--- config.mk ---
export PLATFORM = sky130hd
export DESIGN_NAME = prescaled_down_timer
export DESIGN_NICKNAME = d
export VERILOG_FILES = /design/src/hdl/timer_pkg.sv /design/src/hdl/tick_if.sv /design/src/hdl/div12_tick.sv /design/src/hdl/prescaled_down_timer.sv
export VERILOG_INCLUDE_DIRS = /design/src /design/src/hdl
export SDC_FILE = /design/constraint.sdc
export NUM_CORES = 1
export LEC_CHECK = 0
export BUFFER_PORTS_ARGS = -buffer_cell sky130_fd_sc_hd__buf_2
export CORE_MARGIN = 1.5
export CORE_UTILIZATION = 46
export DETAILED_ROUTE_END_ITERATION = 10
export PLACE_DENSITY = 0.87
export SLEW_MARGIN = 25
export SYNTH_ARGS = -nofsm -noshare
export SYNTH_HDL_FRONTEND = slang
export SYNTH_SLANG_ARGS = --single-unit
--- constraint.sdc ---
create_clock -name clk_i -period 2.1 [get_ports clk_i]
set_input_delay 0.21 -clock clk_i [delete_from_list [all_inputs] [get_ports clk_i]]
set_output_delay 0.21 -clock clk_i [all_outputs]
set_load 0.01 [all_outputs]
--- src/hdl/timer_regs.svh ---
// Register indices, byte addresses, reset values and timing counts of the prescaled down timer.
`ifndef TIMER_REGS_SVH
`define TIMER_REGS_SVH

// Printed register indices; the bus byte address is four times the index.
`define PSC_IDX 8'hD2
`define CNT_IDX 8'hD3
`define CTRL_IDX 8'hD4
`define PSC_ADDR {2'h0, `PSC_IDX, 2'h0}
`define CNT_ADDR {2'h0, `CNT_IDX, 2'h0}
`define CTRL_ADDR {2'h0, `CTRL_IDX, 2'h0}

// Reset and reload values.
`define PSC_RELOAD 7'h7F
`define CNT_RELOAD 8'hFF
`define CTRL_RESET 8'h00

// Internal clock cycles per prescaler tick, and the last divider state.
`define INT_DIV 4'hC
`define INT_DIV_LAST 4'hB

// AXI4-Lite response codes.
`define RESP_OKAY 2'h0
`define RESP_SLVERR 2'h2

`endif

--- src/hdl/timer_pkg.sv ---
// Types shared by the prescaled down timer files.
package timer_pkg;

    typedef logic [6:0] psc_t;
    typedef logic [7:0] cnt_t;
    typedef logic [1:0] resp_t;

    // Layout of the control and status register, bit 7 first.
    typedef struct packed {
        logic zero_flag;
        logic zero_irq_enable;
        logic rsv5;
        logic rsv4;
        logic prescaler_run;
        logic [2:0] tap_select;
    } ctrl_t;

    // Write channel progress of the register slave.
    typedef enum logic [1:0] {
        WR_COLLECT,
        WR_RESPOND
    } wr_state_t;

endpackage

--- src/hdl/tick_if.sv ---
// Carrier between the tick divider and the timer core.
`timescale 1ns/1ps
interface tick_if;
    logic enable;
    logic tick;

    modport gen (
        input enable,
        output tick
    );

    modport use_side (
        output enable,
        input tick
    );
endinterface

--- src/hdl/div12_tick.sv ---
// Divide-by-twelve enable pulse generator feeding the prescaler.
`timescale 1ns/1ps
`include "timer_regs.svh"
module div12_tick (
    input wire logic clk_i,
    input wire logic resetn_i,
    tick_if.gen tk
);

    logic [3:0] div_ff;
    logic [3:0] nxt_div;
    logic tick_ff;
    logic nxt_tick;

    // The divider pauses while disabled so a frozen timer resumes mid-period.
    always_comb begin
        nxt_div = div_ff;
        nxt_tick = 1'b0;
        if (tk.enable) begin
            if (div_ff == `INT_DIV_LAST) begin
                nxt_div = 4'h0;
                nxt_tick = 1'b1; // RULE21
            end else begin
                nxt_div = div_ff + 4'h1;
            end
        end
    end

    always_ff @(posedge clk_i or negedge resetn_i) begin
        if (!resetn_i) begin
            div_ff <= 4'h0;
            tick_ff <= 1'b0;
        end else begin
            div_ff <= nxt_div;
            tick_ff <= nxt_tick;
        end
    end

    assign tk.tick = tick_ff;
endmodule

--- src/hdl/prescaled_down_timer.sv ---
// Eight-bit down timer with a seven-bit prescaler behind an AXI4-Lite register slave.
// Functional notes
// RULE1: Prescaler input tick is the internal clock divided by twelve.
// RULE2: Prescaler reloads 7Fh after reaching zero and keeps counting.
// RULE3: Counter decrements once per counter clock from the selected tap.
// RULE4: Counter reloads 0FFh after zero, counting freely.
// RULE5: Tap select picks one of eight taps, divide by two to the n.
// RULE6: Run bit clear holds counter and forces prescaler to 7Fh.
// RULE7: Reset sets counter to 0FFh and prescaler to 7Fh.
// RULE8: Prescaler register write loads prescaler directly while running.
// RULE9: Prescaler state is readable at any time.
// RULE10: Counter can be read and written while running.
// RULE11: Zero flag sets when the counter decrements to zero.
// RULE12: Interrupt request while zero flag and its enable are set.
// RULE13: Writing 00h to count or one to flag bit sets zero flag.
// RULE14: Software clears the zero flag; hardware never does.
// RULE15: Count write beats a simultaneous decrement to zero; no flag then.
// RULE16: Timer runs in wait mode; its interrupt wakes the device.
// RULE17: Stop mode freezes all timer registers and counting; bus writes to the prescaler, counter and control still land during stop.
// RULE18: Chain gives fifteen bits of range: 7-bit prescaler, 8-bit counter.
// RULE19: Tap codes 0 to 7 divide by 1, 2, 4 up to 128.
// RULE20: Control bits: flag 7, enable 6, run 3, tap 2..0, reset zero.
// RULE21: Divide-by-twelve tick is a one-cycle enable, not a clock.
// RULE22: Counter clock is a one-cycle enable at the tap pattern.
//
// Local design decisions: the address map and the AXI4-Lite register port.
`timescale 1ns/1ps
`include "timer_regs.svh"
module prescaled_down_timer (
    input wire logic clk_i,
    input wire logic resetn_i,
    input wire logic wait_mode_i,
    input wire logic stop_mode_i,
    output logic irq_o,
    output logic wake_o,
    input wire logic [11:0] s_axi_awaddr,
    input wire logic s_axi_awvalid,
    output logic s_axi_awready,
    input wire logic [31:0] s_axi_wdata,
    input wire logic [3:0] s_axi_wstrb,
    input wire logic s_axi_wvalid,
    output logic s_axi_wready,
    output logic [1:0] s_axi_bresp,
    output logic s_axi_bvalid,
    input wire logic s_axi_bready,
    input wire logic [11:0] s_axi_araddr,
    input wire logic s_axi_arvalid,
    output logic s_axi_arready,
    output logic [31:0] s_axi_rdata,
    output logic [1:0] s_axi_rresp,
    output logic s_axi_rvalid,
    input wire logic s_axi_rready
);

    tick_if tk ();

    timer_pkg::psc_t psc_ff;
    timer_pkg::psc_t nxt_psc;
    timer_pkg::cnt_t cnt_ff;
    timer_pkg::cnt_t nxt_cnt;
    timer_pkg::ctrl_t ctrl_ff;
    timer_pkg::ctrl_t nxt_ctrl;
    timer_pkg::ctrl_t wr_ctrl;

    timer_pkg::wr_state_t wr_state_ff;
    timer_pkg::wr_state_t nxt_wr_state;
    logic aw_hold_ff;
    logic nxt_aw_hold;
    logic w_hold_ff;
    logic nxt_w_hold;
    logic [11:0] awaddr_ff;
    logic [11:0] nxt_awaddr;
    logic [7:0] wbyte_ff;
    logic [7:0] nxt_wbyte;
    logic wlane_ff;
    logic nxt_wlane;
    timer_pkg::resp_t bresp_ff;
    timer_pkg::resp_t nxt_bresp;
    logic rvalid_ff;
    logic nxt_rvalid;
    logic [31:0] rdata_ff;
    logic [31:0] nxt_rdata;
    timer_pkg::resp_t rresp_ff;
    timer_pkg::resp_t nxt_rresp;

    logic wr_go;
    logic hit_psc;
    logic hit_cnt;
    logic hit_ctrl;
    logic psc_wr;
    logic cnt_wr;
    logic ctrl_wr;
    logic tick_act;
    logic cnt_en;
    logic hw_zero;
    logic [6:0] tap_mask;

    // Stop mode halts the divider itself, so nothing can count while frozen.
    assign tk.enable = !stop_mode_i; // RULE17

    div12_tick u_div (
        .clk_i(clk_i),
        .resetn_i(resetn_i),
        .tk(tk)
    );

    // Tap mask: bit i is set when the selected tap lies above bit i.
    generate
        for (genvar i = 0; i < 7; i++) begin : g_mask
            assign tap_mask[i] = (ctrl_ff.tap_select > 3'(i)); // RULE5 RULE19
        end
    endgenerate

    // The counter steps when the masked low prescaler bits are all zero, once every 2^n ticks.
    assign tick_act = tk.tick && ctrl_ff.prescaler_run && !stop_mode_i; // RULE6 RULE17
    assign cnt_en = tick_act && ((psc_ff & tap_mask) == 7'h00); // RULE3 RULE22 RULE18
    assign hw_zero = cnt_en && (cnt_ff == 8'h01) && !cnt_wr; // RULE11 RULE15

    // Write side decode, applied only when both address and data are in hand.
    assign wr_go = (wr_state_ff == timer_pkg::WR_COLLECT) && aw_hold_ff && w_hold_ff;
    assign hit_psc = (awaddr_ff == `PSC_ADDR);
    assign hit_cnt = (awaddr_ff == `CNT_ADDR);
    assign hit_ctrl = (awaddr_ff == `CTRL_ADDR);
    assign psc_wr = wr_go && wlane_ff && hit_psc && ctrl_ff.prescaler_run; // RULE8
    assign cnt_wr = wr_go && wlane_ff && hit_cnt; // RULE10
    assign ctrl_wr = wr_go && wlane_ff && hit_ctrl;
    assign wr_ctrl = timer_pkg::ctrl_t'(wbyte_ff);

    // Prescaler, counter and control next values.
    always_comb begin
        nxt_psc = psc_ff;
        nxt_cnt = cnt_ff;
        nxt_ctrl = ctrl_ff;
        if (!ctrl_ff.prescaler_run) begin
            nxt_psc = `PSC_RELOAD; // RULE6
        end else if (psc_wr) begin
            nxt_psc = wbyte_ff[6:0]; // RULE8
        end else if (tick_act) begin
            if (psc_ff == 7'h00) begin
                nxt_psc = `PSC_RELOAD; // RULE2
            end else begin
                nxt_psc = psc_ff - 7'h01; // RULE1
            end
        end
        if (cnt_wr) begin
            nxt_cnt = wbyte_ff; // RULE10 RULE15
        end else if (cnt_en) begin
            if (cnt_ff == 8'h00) begin
                nxt_cnt = `CNT_RELOAD; // RULE4
            end else begin
                nxt_cnt = cnt_ff - 8'h01; // RULE3
            end
        end
        if (ctrl_wr) begin
            nxt_ctrl = wr_ctrl; // RULE20 RULE14
        end
        // Any set wins over a software clear landing in the same cycle.
        if (hw_zero || (cnt_wr && (wbyte_ff == 8'h00))) begin
            nxt_ctrl.zero_flag = 1'b1; // RULE11 RULE13
        end
    end

    always_ff @(posedge clk_i or negedge resetn_i) begin
        if (!resetn_i) begin
            psc_ff <= `PSC_RELOAD; // RULE7
            cnt_ff <= `CNT_RELOAD; // RULE7
            ctrl_ff <= `CTRL_RESET; // RULE20
        end else begin
            psc_ff <= nxt_psc;
            cnt_ff <= nxt_cnt;
            ctrl_ff <= nxt_ctrl;
        end
    end

    // Request and wake are plain gates on flops; wake only counts in wait mode.
    assign irq_o = ctrl_ff.zero_flag && ctrl_ff.zero_irq_enable; // RULE12
    assign wake_o = irq_o && wait_mode_i; // RULE16

    // Write channel: address and data are taken in either order, then answered.
    always_comb begin
        nxt_wr_state = wr_state_ff;
        nxt_aw_hold = aw_hold_ff;
        nxt_w_hold = w_hold_ff;
        nxt_awaddr = awaddr_ff;
        nxt_wbyte = wbyte_ff;
        nxt_wlane = wlane_ff;
        nxt_bresp = bresp_ff;
        case (wr_state_ff)
            timer_pkg::WR_COLLECT: begin
                if (s_axi_awvalid && s_axi_awready) begin
                    nxt_aw_hold = 1'b1;
                    nxt_awaddr = s_axi_awaddr;
                end
                if (s_axi_wvalid && s_axi_wready) begin
                    nxt_w_hold = 1'b1;
                    nxt_wbyte = s_axi_wdata[7:0];
                    nxt_wlane = s_axi_wstrb[0];
                end
                if (wr_go) begin
                    nxt_aw_hold = 1'b0;
                    nxt_w_hold = 1'b0;
                    nxt_wr_state = timer_pkg::WR_RESPOND;
                    if (hit_psc || hit_cnt || hit_ctrl) begin
                        nxt_bresp = `RESP_OKAY;
                    end else begin
                        nxt_bresp = `RESP_SLVERR;
                    end
                end
            end
            timer_pkg::WR_RESPOND: begin
                if (s_axi_bready) begin
                    nxt_wr_state = timer_pkg::WR_COLLECT;
                end
            end
            default: begin
                nxt_wr_state = timer_pkg::WR_COLLECT;
            end
        endcase
    end

    always_ff @(posedge clk_i or negedge resetn_i) begin
        if (!resetn_i) begin
            wr_state_ff <= timer_pkg::WR_COLLECT;
            aw_hold_ff <= 1'b0;
            w_hold_ff <= 1'b0;
            awaddr_ff <= 12'h000;
            wbyte_ff <= 8'h00;
            wlane_ff <= 1'b0;
            bresp_ff <= `RESP_OKAY;
        end else begin
            wr_state_ff <= nxt_wr_state;
            aw_hold_ff <= nxt_aw_hold;
            w_hold_ff <= nxt_w_hold;
            awaddr_ff <= nxt_awaddr;
            wbyte_ff <= nxt_wbyte;
            wlane_ff <= nxt_wlane;
            bresp_ff <= nxt_bresp;
        end
    end

    // Ready drops while a word is held, which back-pressures a second write.
    assign s_axi_awready = (wr_state_ff == timer_pkg::WR_COLLECT) && !aw_hold_ff;
    assign s_axi_wready = (wr_state_ff == timer_pkg::WR_COLLECT) && !w_hold_ff;
    assign s_axi_bvalid = (wr_state_ff == timer_pkg::WR_RESPOND);
    assign s_axi_bresp = bresp_ff;

    // Read channel: the answer is registered one cycle after the address is taken.
    always_comb begin
        nxt_rvalid = rvalid_ff;
        nxt_rdata = rdata_ff;
        nxt_rresp = rresp_ff;
        if (rvalid_ff && s_axi_rready) begin
            nxt_rvalid = 1'b0;
        end
        if (s_axi_arvalid && s_axi_arready) begin
            nxt_rvalid = 1'b1;
            nxt_rresp = `RESP_OKAY;
            if (s_axi_araddr == `PSC_ADDR) begin
                nxt_rdata = {25'h0000000, psc_ff}; // RULE9
            end else if (s_axi_araddr == `CNT_ADDR) begin
                nxt_rdata = {24'h000000, cnt_ff}; // RULE10
            end else if (s_axi_araddr == `CTRL_ADDR) begin
                nxt_rdata = {24'h000000, ctrl_ff};
            end else begin
                nxt_rdata = 32'h00000000;
                nxt_rresp = `RESP_SLVERR;
            end
        end
    end

    always_ff @(posedge clk_i or negedge resetn_i) begin
        if (!resetn_i) begin
            rvalid_ff <= 1'b0;
            rdata_ff <= 32'h00000000;
            rresp_ff <= `RESP_OKAY;
        end else begin
            rvalid_ff <= nxt_rvalid;
            rdata_ff <= nxt_rdata;
            rresp_ff <= nxt_rresp;
        end
    end

    assign s_axi_arready = !rvalid_ff;
    assign s_axi_rvalid = rvalid_ff;
    assign s_axi_rdata = rdata_ff;
    assign s_axi_rresp = rresp_ff;
endmodule

==> results.cfg, run 1 <==
[min_path]
worstHoldPathCells = 2
min_from = s_axi_bready
hp-class = in2reg
holdPathEnd = wr_state_ff[0]

[logic_synthesis]
synth_xor_area_share_pct = 1.513
synth.area.mux_share_pct = 12.36
ys_seq_area_share_pct = 45.93
syn_area_um2 = 3473
async_reset_ff_share_pct = 100.0
synth_top_family_by_area = simple AND/OR/NAND/NOR gates
synth_cells = 344
synth_edf_count = 0
yosys.cell_types.count = 50
synth_seq_cells = 63
avgSynthCellArea_um2 = 10.10
yosysWarningCount = 0
synth_compound_area_share_pct = 12.64
synth_fa_ha_area_share_pct = 1.441
synth_simple_gate_area_share_pct = 17.36
ys.flop_type = dfrtp_1

[clock_network]
clock_insertion_delay_worst_skew_ns = 0.35
clk_pin_slew_ns = 0.07
htree_levels = 3
cts_tree = built
clock_path_buffers = 2
cts-root-buf = clkbuf_8
cts_setup_buffers = 0
numCtsBuffers = 9
clock_sinks = 63

[worst_setup_path]
critPathCaptureType = flop
cpPeakStageDelay_ns = 0.44
cp.required_ns = 2.39
r2r-end = cnt_ff[7]
cpMaxStageDelayCell = nor3b_1
path_cells = inv_1 > ha_1 > nor3b_1 > o21ai_0 > a211oi_1 > a2bb2oi_1 > mux2_2
worstPathArrival_ns = 2.27
ff2ff_path_depth = 7
criticalPathCategory = reg2reg
cp-start-kind = flop
critPathMaxFanout = 5
timing.rr.start = cnt_ff[1]
rrSetupSlack_ns = 0.12

[global_route]
grt_remaining_overflow = 0
grt_pass1_wl_um = 12550
antenna_found_initial = 0
grt_max_degree = 38
grt_usage_pct = 19.61
grt_pass1_vias = 2695

[outcome]
status = finished, final reports clean

[timing]
finalHoldViolCount = 0
finalCritPeriodShare_pct = 94.25
worst_slew_pin_slew_ns = 0.6388
setup_viol = 0
min_period_ns = 1.979
drv_slew = 0
fin_tns_setup_ns = 0
clock_skew_ns = 0.01028
max_freq_mhz = 505.2
slew-limit-headroom_pct = 57.02
grt_setup_unrepaired = false
fin_hold_ws_ns = 0.03842

[detailed_routing]
drtAntennaViolNets = 0
vias = 2788
drc = 0
drt_iter0_drc = 366
wl_um = 7380
detail_route.wl_per_cell_um = 14.30
firstDrtPassIters = 4
via_per_inst = 5.403

[die]
core_um2 = 7292
fp.dieArea_um2 = 8081
num_rows = 31
die_h_um = 89.90
io_pins = 112
start_util_pct = 47.63
die_width_um = 89.90

[flow_run]
maxCapViolCount = 0

[place]
gp_congestion = 0.8962
port-buffer-count = 58
dp_hpwl_um = 5380

[final_layout]
fin_nets = 485
drive_gt1_share_pct = 31.65
final_cell_mix = buf_2 (58), dfrtp_1 (48), nand2_1 (36)
area_growth_pct = 15.45
diodes = 0
final_common_cell = buf_2

[power_and_ir_drop]
powerDensity_nw_per_um2 = 892.4
p_leak_uw = 0.001831
ir_worst_vdd_v = 0.0007306
==> Yosys cell counts (4+ instances only) <==
cell	count	area (um2)
ha_1	4	50.05
o41ai_1	7	61.31
dfstp_2	15	394.1
a211oi_1	6	45.04
buf_4	27	202.7
nor2_1	24	90.09
dfrtp_1	48	1201
nor3_1	5	25.02
nor2b_1	6	37.54
clkbuf_1	7	26.28
o21ai_0	16	80.08
inv_1	11	41.29
nand2_1	36	135.1
a22oi_1	7	52.55
a21oi_1	10	50.05
nand2b_1	6	37.54
mux2i_1	8	80.08
nor4_1	5	31.28
mux2_2	31	349.1
nand3_1	8	40.04
a21o_1	5	37.54
xnor2_1	6	52.55
==> stage by stage <==
step           utilization (%)  std cells  setup slack, ns  total power (uW)  cell area [um2]
2_1_floorplan                -        369          0.01245              2367             3567
3_3_place_gp             52.45        499         -0.04575              2595             3825
3_5_place_dp             52.45        499         -0.09052              2664             3825
4_1_cts                  54.99        516           0.1641              3606             4010
5_1_grt                  54.99        516          0.02845              3788             4010
6_report                 54.99        516           0.1208              3579             4010
==> final cells by class <==
| type | count | area, um2 |
|---|---|---|
| well taps | 99 | 123.9 |
| clock inverters | 5 | 33.78 |
| fillers | 640 | 3282 |
| clock buffers | 11 | 141.4 |
| inverters | 11 | 41.29 |
| flip-flops and latches | 63 | 1595 |
| multi-input cells | 256 | 1672 |
| repair buffers | 71 | 402.9 |
==> cells by family (layout without fill, tap and decap cells) <==
kind of cell | after synthesis | count (layout)
fa+ha+maj | 4 | 4
mux | 39 | 39
simple gates | 116 | 116
other cells | 1 | 26
compound gates | 65 | 65
flops | 63 | 63
buf+inv | 50 | 98
xor+xnor | 6 | 6
==> worst max-delay path, delay by kind of cell, from the launching register on <==
family | cells | cell delay, ns
compound gates | 3 | 0.57
fa+ha+maj | 1 | 0.23
buf+inv | 1 | 0.13
flops | 1 | 0.38
mux | 1 | 0.18
simple gates | 1 | 0.44
==> registers in the layout (all words and copies together) (netlist names) <==
register / cells
awaddr_ff: 12
cnt_ff: 8
ctrl_ff: 8
s_axi_rdata: 8
wbyte_ff: 8
psc_ff: 7
u_div.div_ff: 4
aw_hold_ff: 1
s_axi_bresp: 1
s_axi_rresp: 1
s_axi_rvalid: 1
u_div.tk.tick: 1
w_hold_ff: 1
wlane_ff: 1
wr_state_ff: 1
==> report_power, final <==
group / switching [uW] / total (uW) / internal (uW)
combinational: 357 / 795 / 438
sequential: 340 / 1850 / 1510
clock: 476 / 934 / 457
==> how the worst max path moves through the flow <==
stage | slack, ns | end | cells after the start | from
after floorplan | 0.01 | s_axi_rdata[0] | 7 | s_axi_araddr[11]
after global placement | -0.05 | s_axi_rdata[2] | 6 | s_axi_araddr[11]
after detailed placement | -0.09 | s_axi_rdata[2] | 6 | s_axi_araddr[11]
after CTS | 0.16 | ctrl_ff[7] | 6 | awaddr_ff[1]
after global routing | 0.03 | cnt_ff[7] | 7 | cnt_ff[1]
final | 0.12 | cnt_ff[7] | 7 | cnt_ff[1]
==> what timing repair did <==
| item | CTS | global route |
|---|---|---|
| endpoints found under the setup margin | 0 | 0 |
| endpoints found under the hold margin | 26 | 0 |
| gates resized for setup | 0 | 0 |
| hold buffers | 1 | 0 |
==> per-layer routing <==
metal / global-route usage (%) / wire [um] / vias to the layer above
met4: 7.937 / 134 / 0
met1: 24.64 / 3210 / 1300
met3: 7.191 / 683 / 17
met5: 0 / 0 / -
li1: - / - / 1326
met2: 30.73 / 3352 / 145
No activity file was read; power rests on OpenSTA's default activity.
==> inputs of run 2 (changes only) <==
--- a/config.mk
+++ b/config.mk
@@ -6,10 +6,10 @@
 export SDC_FILE = /design/constraint.sdc
 export NUM_CORES = 1
 export LEC_CHECK = 0
-export BUFFER_PORTS_ARGS = -buffer_cell sky130_fd_sc_hd__buf_2
 export CORE_MARGIN = 1.5
-export CORE_UTILIZATION = 46
+export CORE_UTILIZATION = 60
 export DETAILED_ROUTE_END_ITERATION = 10
+export DONT_BUFFER_PORTS = 1
 export PLACE_DENSITY = 0.87
 export SLEW_MARGIN = 25
 export SYNTH_ARGS = -nofsm -noshare
==> constraint.sdc (replaced) <==
create_clock -name clk_i -period 2.2 [get_ports clk_i]
set_input_delay 0.22 -clock clk_i [delete_from_list [all_inputs] [get_ports clk_i]]
set_output_delay 0.22 -clock clk_i [all_outputs]
set_load 0.01 [all_outputs]
==> run 2 against run 1 <==
Non-clock buffer count down 54. Critical path depth down 1. Design area down 5.0%. Flip-flop and latch count unchanged. Sequential share of layout area up 2.1 points. Final cell count down 16%. Critical path type unchanged. Largest cell class unchanged. Largest power group unchanged. Highest routed layer unchanged.
==> results.cfg, run 2 (synthesis gave the netlist of run 1 again) <==
[outcome]
status = finished, final reports clean

[die]
start_util_pct = 62.69
die_h_um = 79.09
die_width_um = 79.09
io_pins = 112
num_rows = 27
fp.dieArea_um2 = 6254
core_um2 = 5540

[timing]
clock_skew_ns = 0.01154
fin_tns_setup_ns = 0
setup_viol = 0
drv_slew = 0
finalHoldViolCount = 0
worst_slew_pin_slew_ns = 0.6840
grt_setup_unrepaired = false
setup_slack_ns = 0.2053
min_period_ns = 1.995
slew-limit-headroom_pct = 53.98
fin_hold_ws_ns = 0.01709
finalCritPeriodShare_pct = 90.67
max_freq_mhz = 501.3

[clock_network]
clk_pin_slew_ns = 0.08
clock_insertion_delay_worst_skew_ns = 0.35
clock_sinks = 63
numCtsBuffers = 9
cts-root-buf = clkbuf_8
cts_setup_buffers = 0
cts_tree = built
clock_path_buffers = 2
htree_levels = 3

[detailed_routing]
detail_route.wl_per_cell_um = 16.59
via_per_inst = 6.055
drt_iter0_drc = 221
drtAntennaViolNets = 0
drc = 0
vias = 2634
firstDrtPassIters = 4
wl_um = 7217

[place]
port-buffer-count = 0
postPlaceCellArea_um2 = 3488
dp_hpwl_um = 5178
dp_worst_setup_slack_ns = 0.09358
gp_congestion = 0.9465

[global_route]
grt_pass1_vias = 2676
antenna_found_initial = 0
grt_pass1_wl_um = 12250
grt_usage_pct = 25.74
grt_remaining_overflow = 0
grt_max_degree = 64

[final_layout]
final_cell_area_um2 = 3810
final_cell_mix = dfrtp_1 (48), nand2_1 (36), mux2_2 (31)
largest_register_ffs = 12
final_common_cell = dfrtp_1
diodes = 0
area_growth_pct = 9.690
top_register = awaddr_ff
drive_gt1_share_pct = 20.94
fin_nets = 431

[worst_setup_path]
cp-start-kind = flop
criticalPathCategory = reg2reg
worstPathArrival_ns = 2.22
critPathCaptureType = flop
critPathMaxFanout = 4
cp.required_ns = 2.43

[flow_run]
maxCapViolCount = 0

[power_and_ir_drop]
ir_worst_vdd_v = 0.0008557
p_leak_uw = 0.001647
powerDensity_nw_per_um2 = 978.4

[min_path]
hp-class = in2reg
[run 2: timing repair]
item,in CTS,in global routing
resized for setup,0,0
hold endpoints to repair,66,0
hold buffers,5,0
[run 2: metrics by stage]
step / cells / util (%) / power (uW)
6_report: 435 / 68.77 / 3728
5_1_grt: 435 / 68.77 / 3931
4_1_cts: 435 / 68.77 / 3753
3_5_place_dp: 414 / 62.96 / 2453
3_3_place_gp: 414 / 62.96 / 2370
2_1_floorplan: 369 / - / 2260
[run 2: cell type report]
| class | count | area [um2] |
|---|---|---|
| fillers | 417 | 1730 |
| multi-input cells | 256 | 1672 |
| flip-flops and latches | 63 | 1595 |
| repair buffers | 17 | 157.7 |
| clock buffers | 10 | 137.6 |
| clock inverters | 6 | 116.4 |
| well taps | 72 | 90.09 |
| inverters | 11 | 41.29 |
[run 2: metal layers]
| layer | track usage [%] | share of wire [%] | wire length, um | vias up |
|---|---|---|---|---|
| met3 | 6.897 | 7.0 | 504 | 15 |
| met4 | 10.35 | 1.9 | 138 | 0 |
| met1 | 31.57 | 41 | 2973 | 1291 |
| met2 | 43.08 | 50 | 3601 | 108 |
| met5 | 0 | 0 | 0 | - |
| li1 | - | - | - | 1220 |
[run 2: power by group]
group | internal [uW] | switching (uW) | leakage (uW)
clock network | 791 | 478 | 0.000127
registers | 1440 | 331 | 0.000756
logic | 369 | 317 | 0.000764
[run 2: path summary, 6_finish.rpt]
check / to / slack, ns / cells after the start / startpoint
min in group asynchronous: ctrl_ff[5] / 0.43 / 2 / resetn_i
worst min register to register: ctrl_ff[5] / 0.51 / 1 / ctrl_ff[5]
max in group asynchronous: cnt_ff[0] / 1.46 / 2 / resetn_i
worst max register to register: ctrl_ff[7] / 0.21 / 6 / awaddr_ff[1]
worst min-delay path: awaddr_ff[0] / 0.02 / 1 / s_axi_awaddr[0]
worst max-delay path: ctrl_ff[7] / 0.21 / 6 / awaddr_ff[1]
[run 2: critical path, cell delays in order, from the launching register on]
cell,delay [ns]
dfrtp_1,0.39
or4_1,0.52
nor3b_1,0.28
buf_4,0.19
and4_1,0.27
or3b_1,0.15
nand3_1,0.08
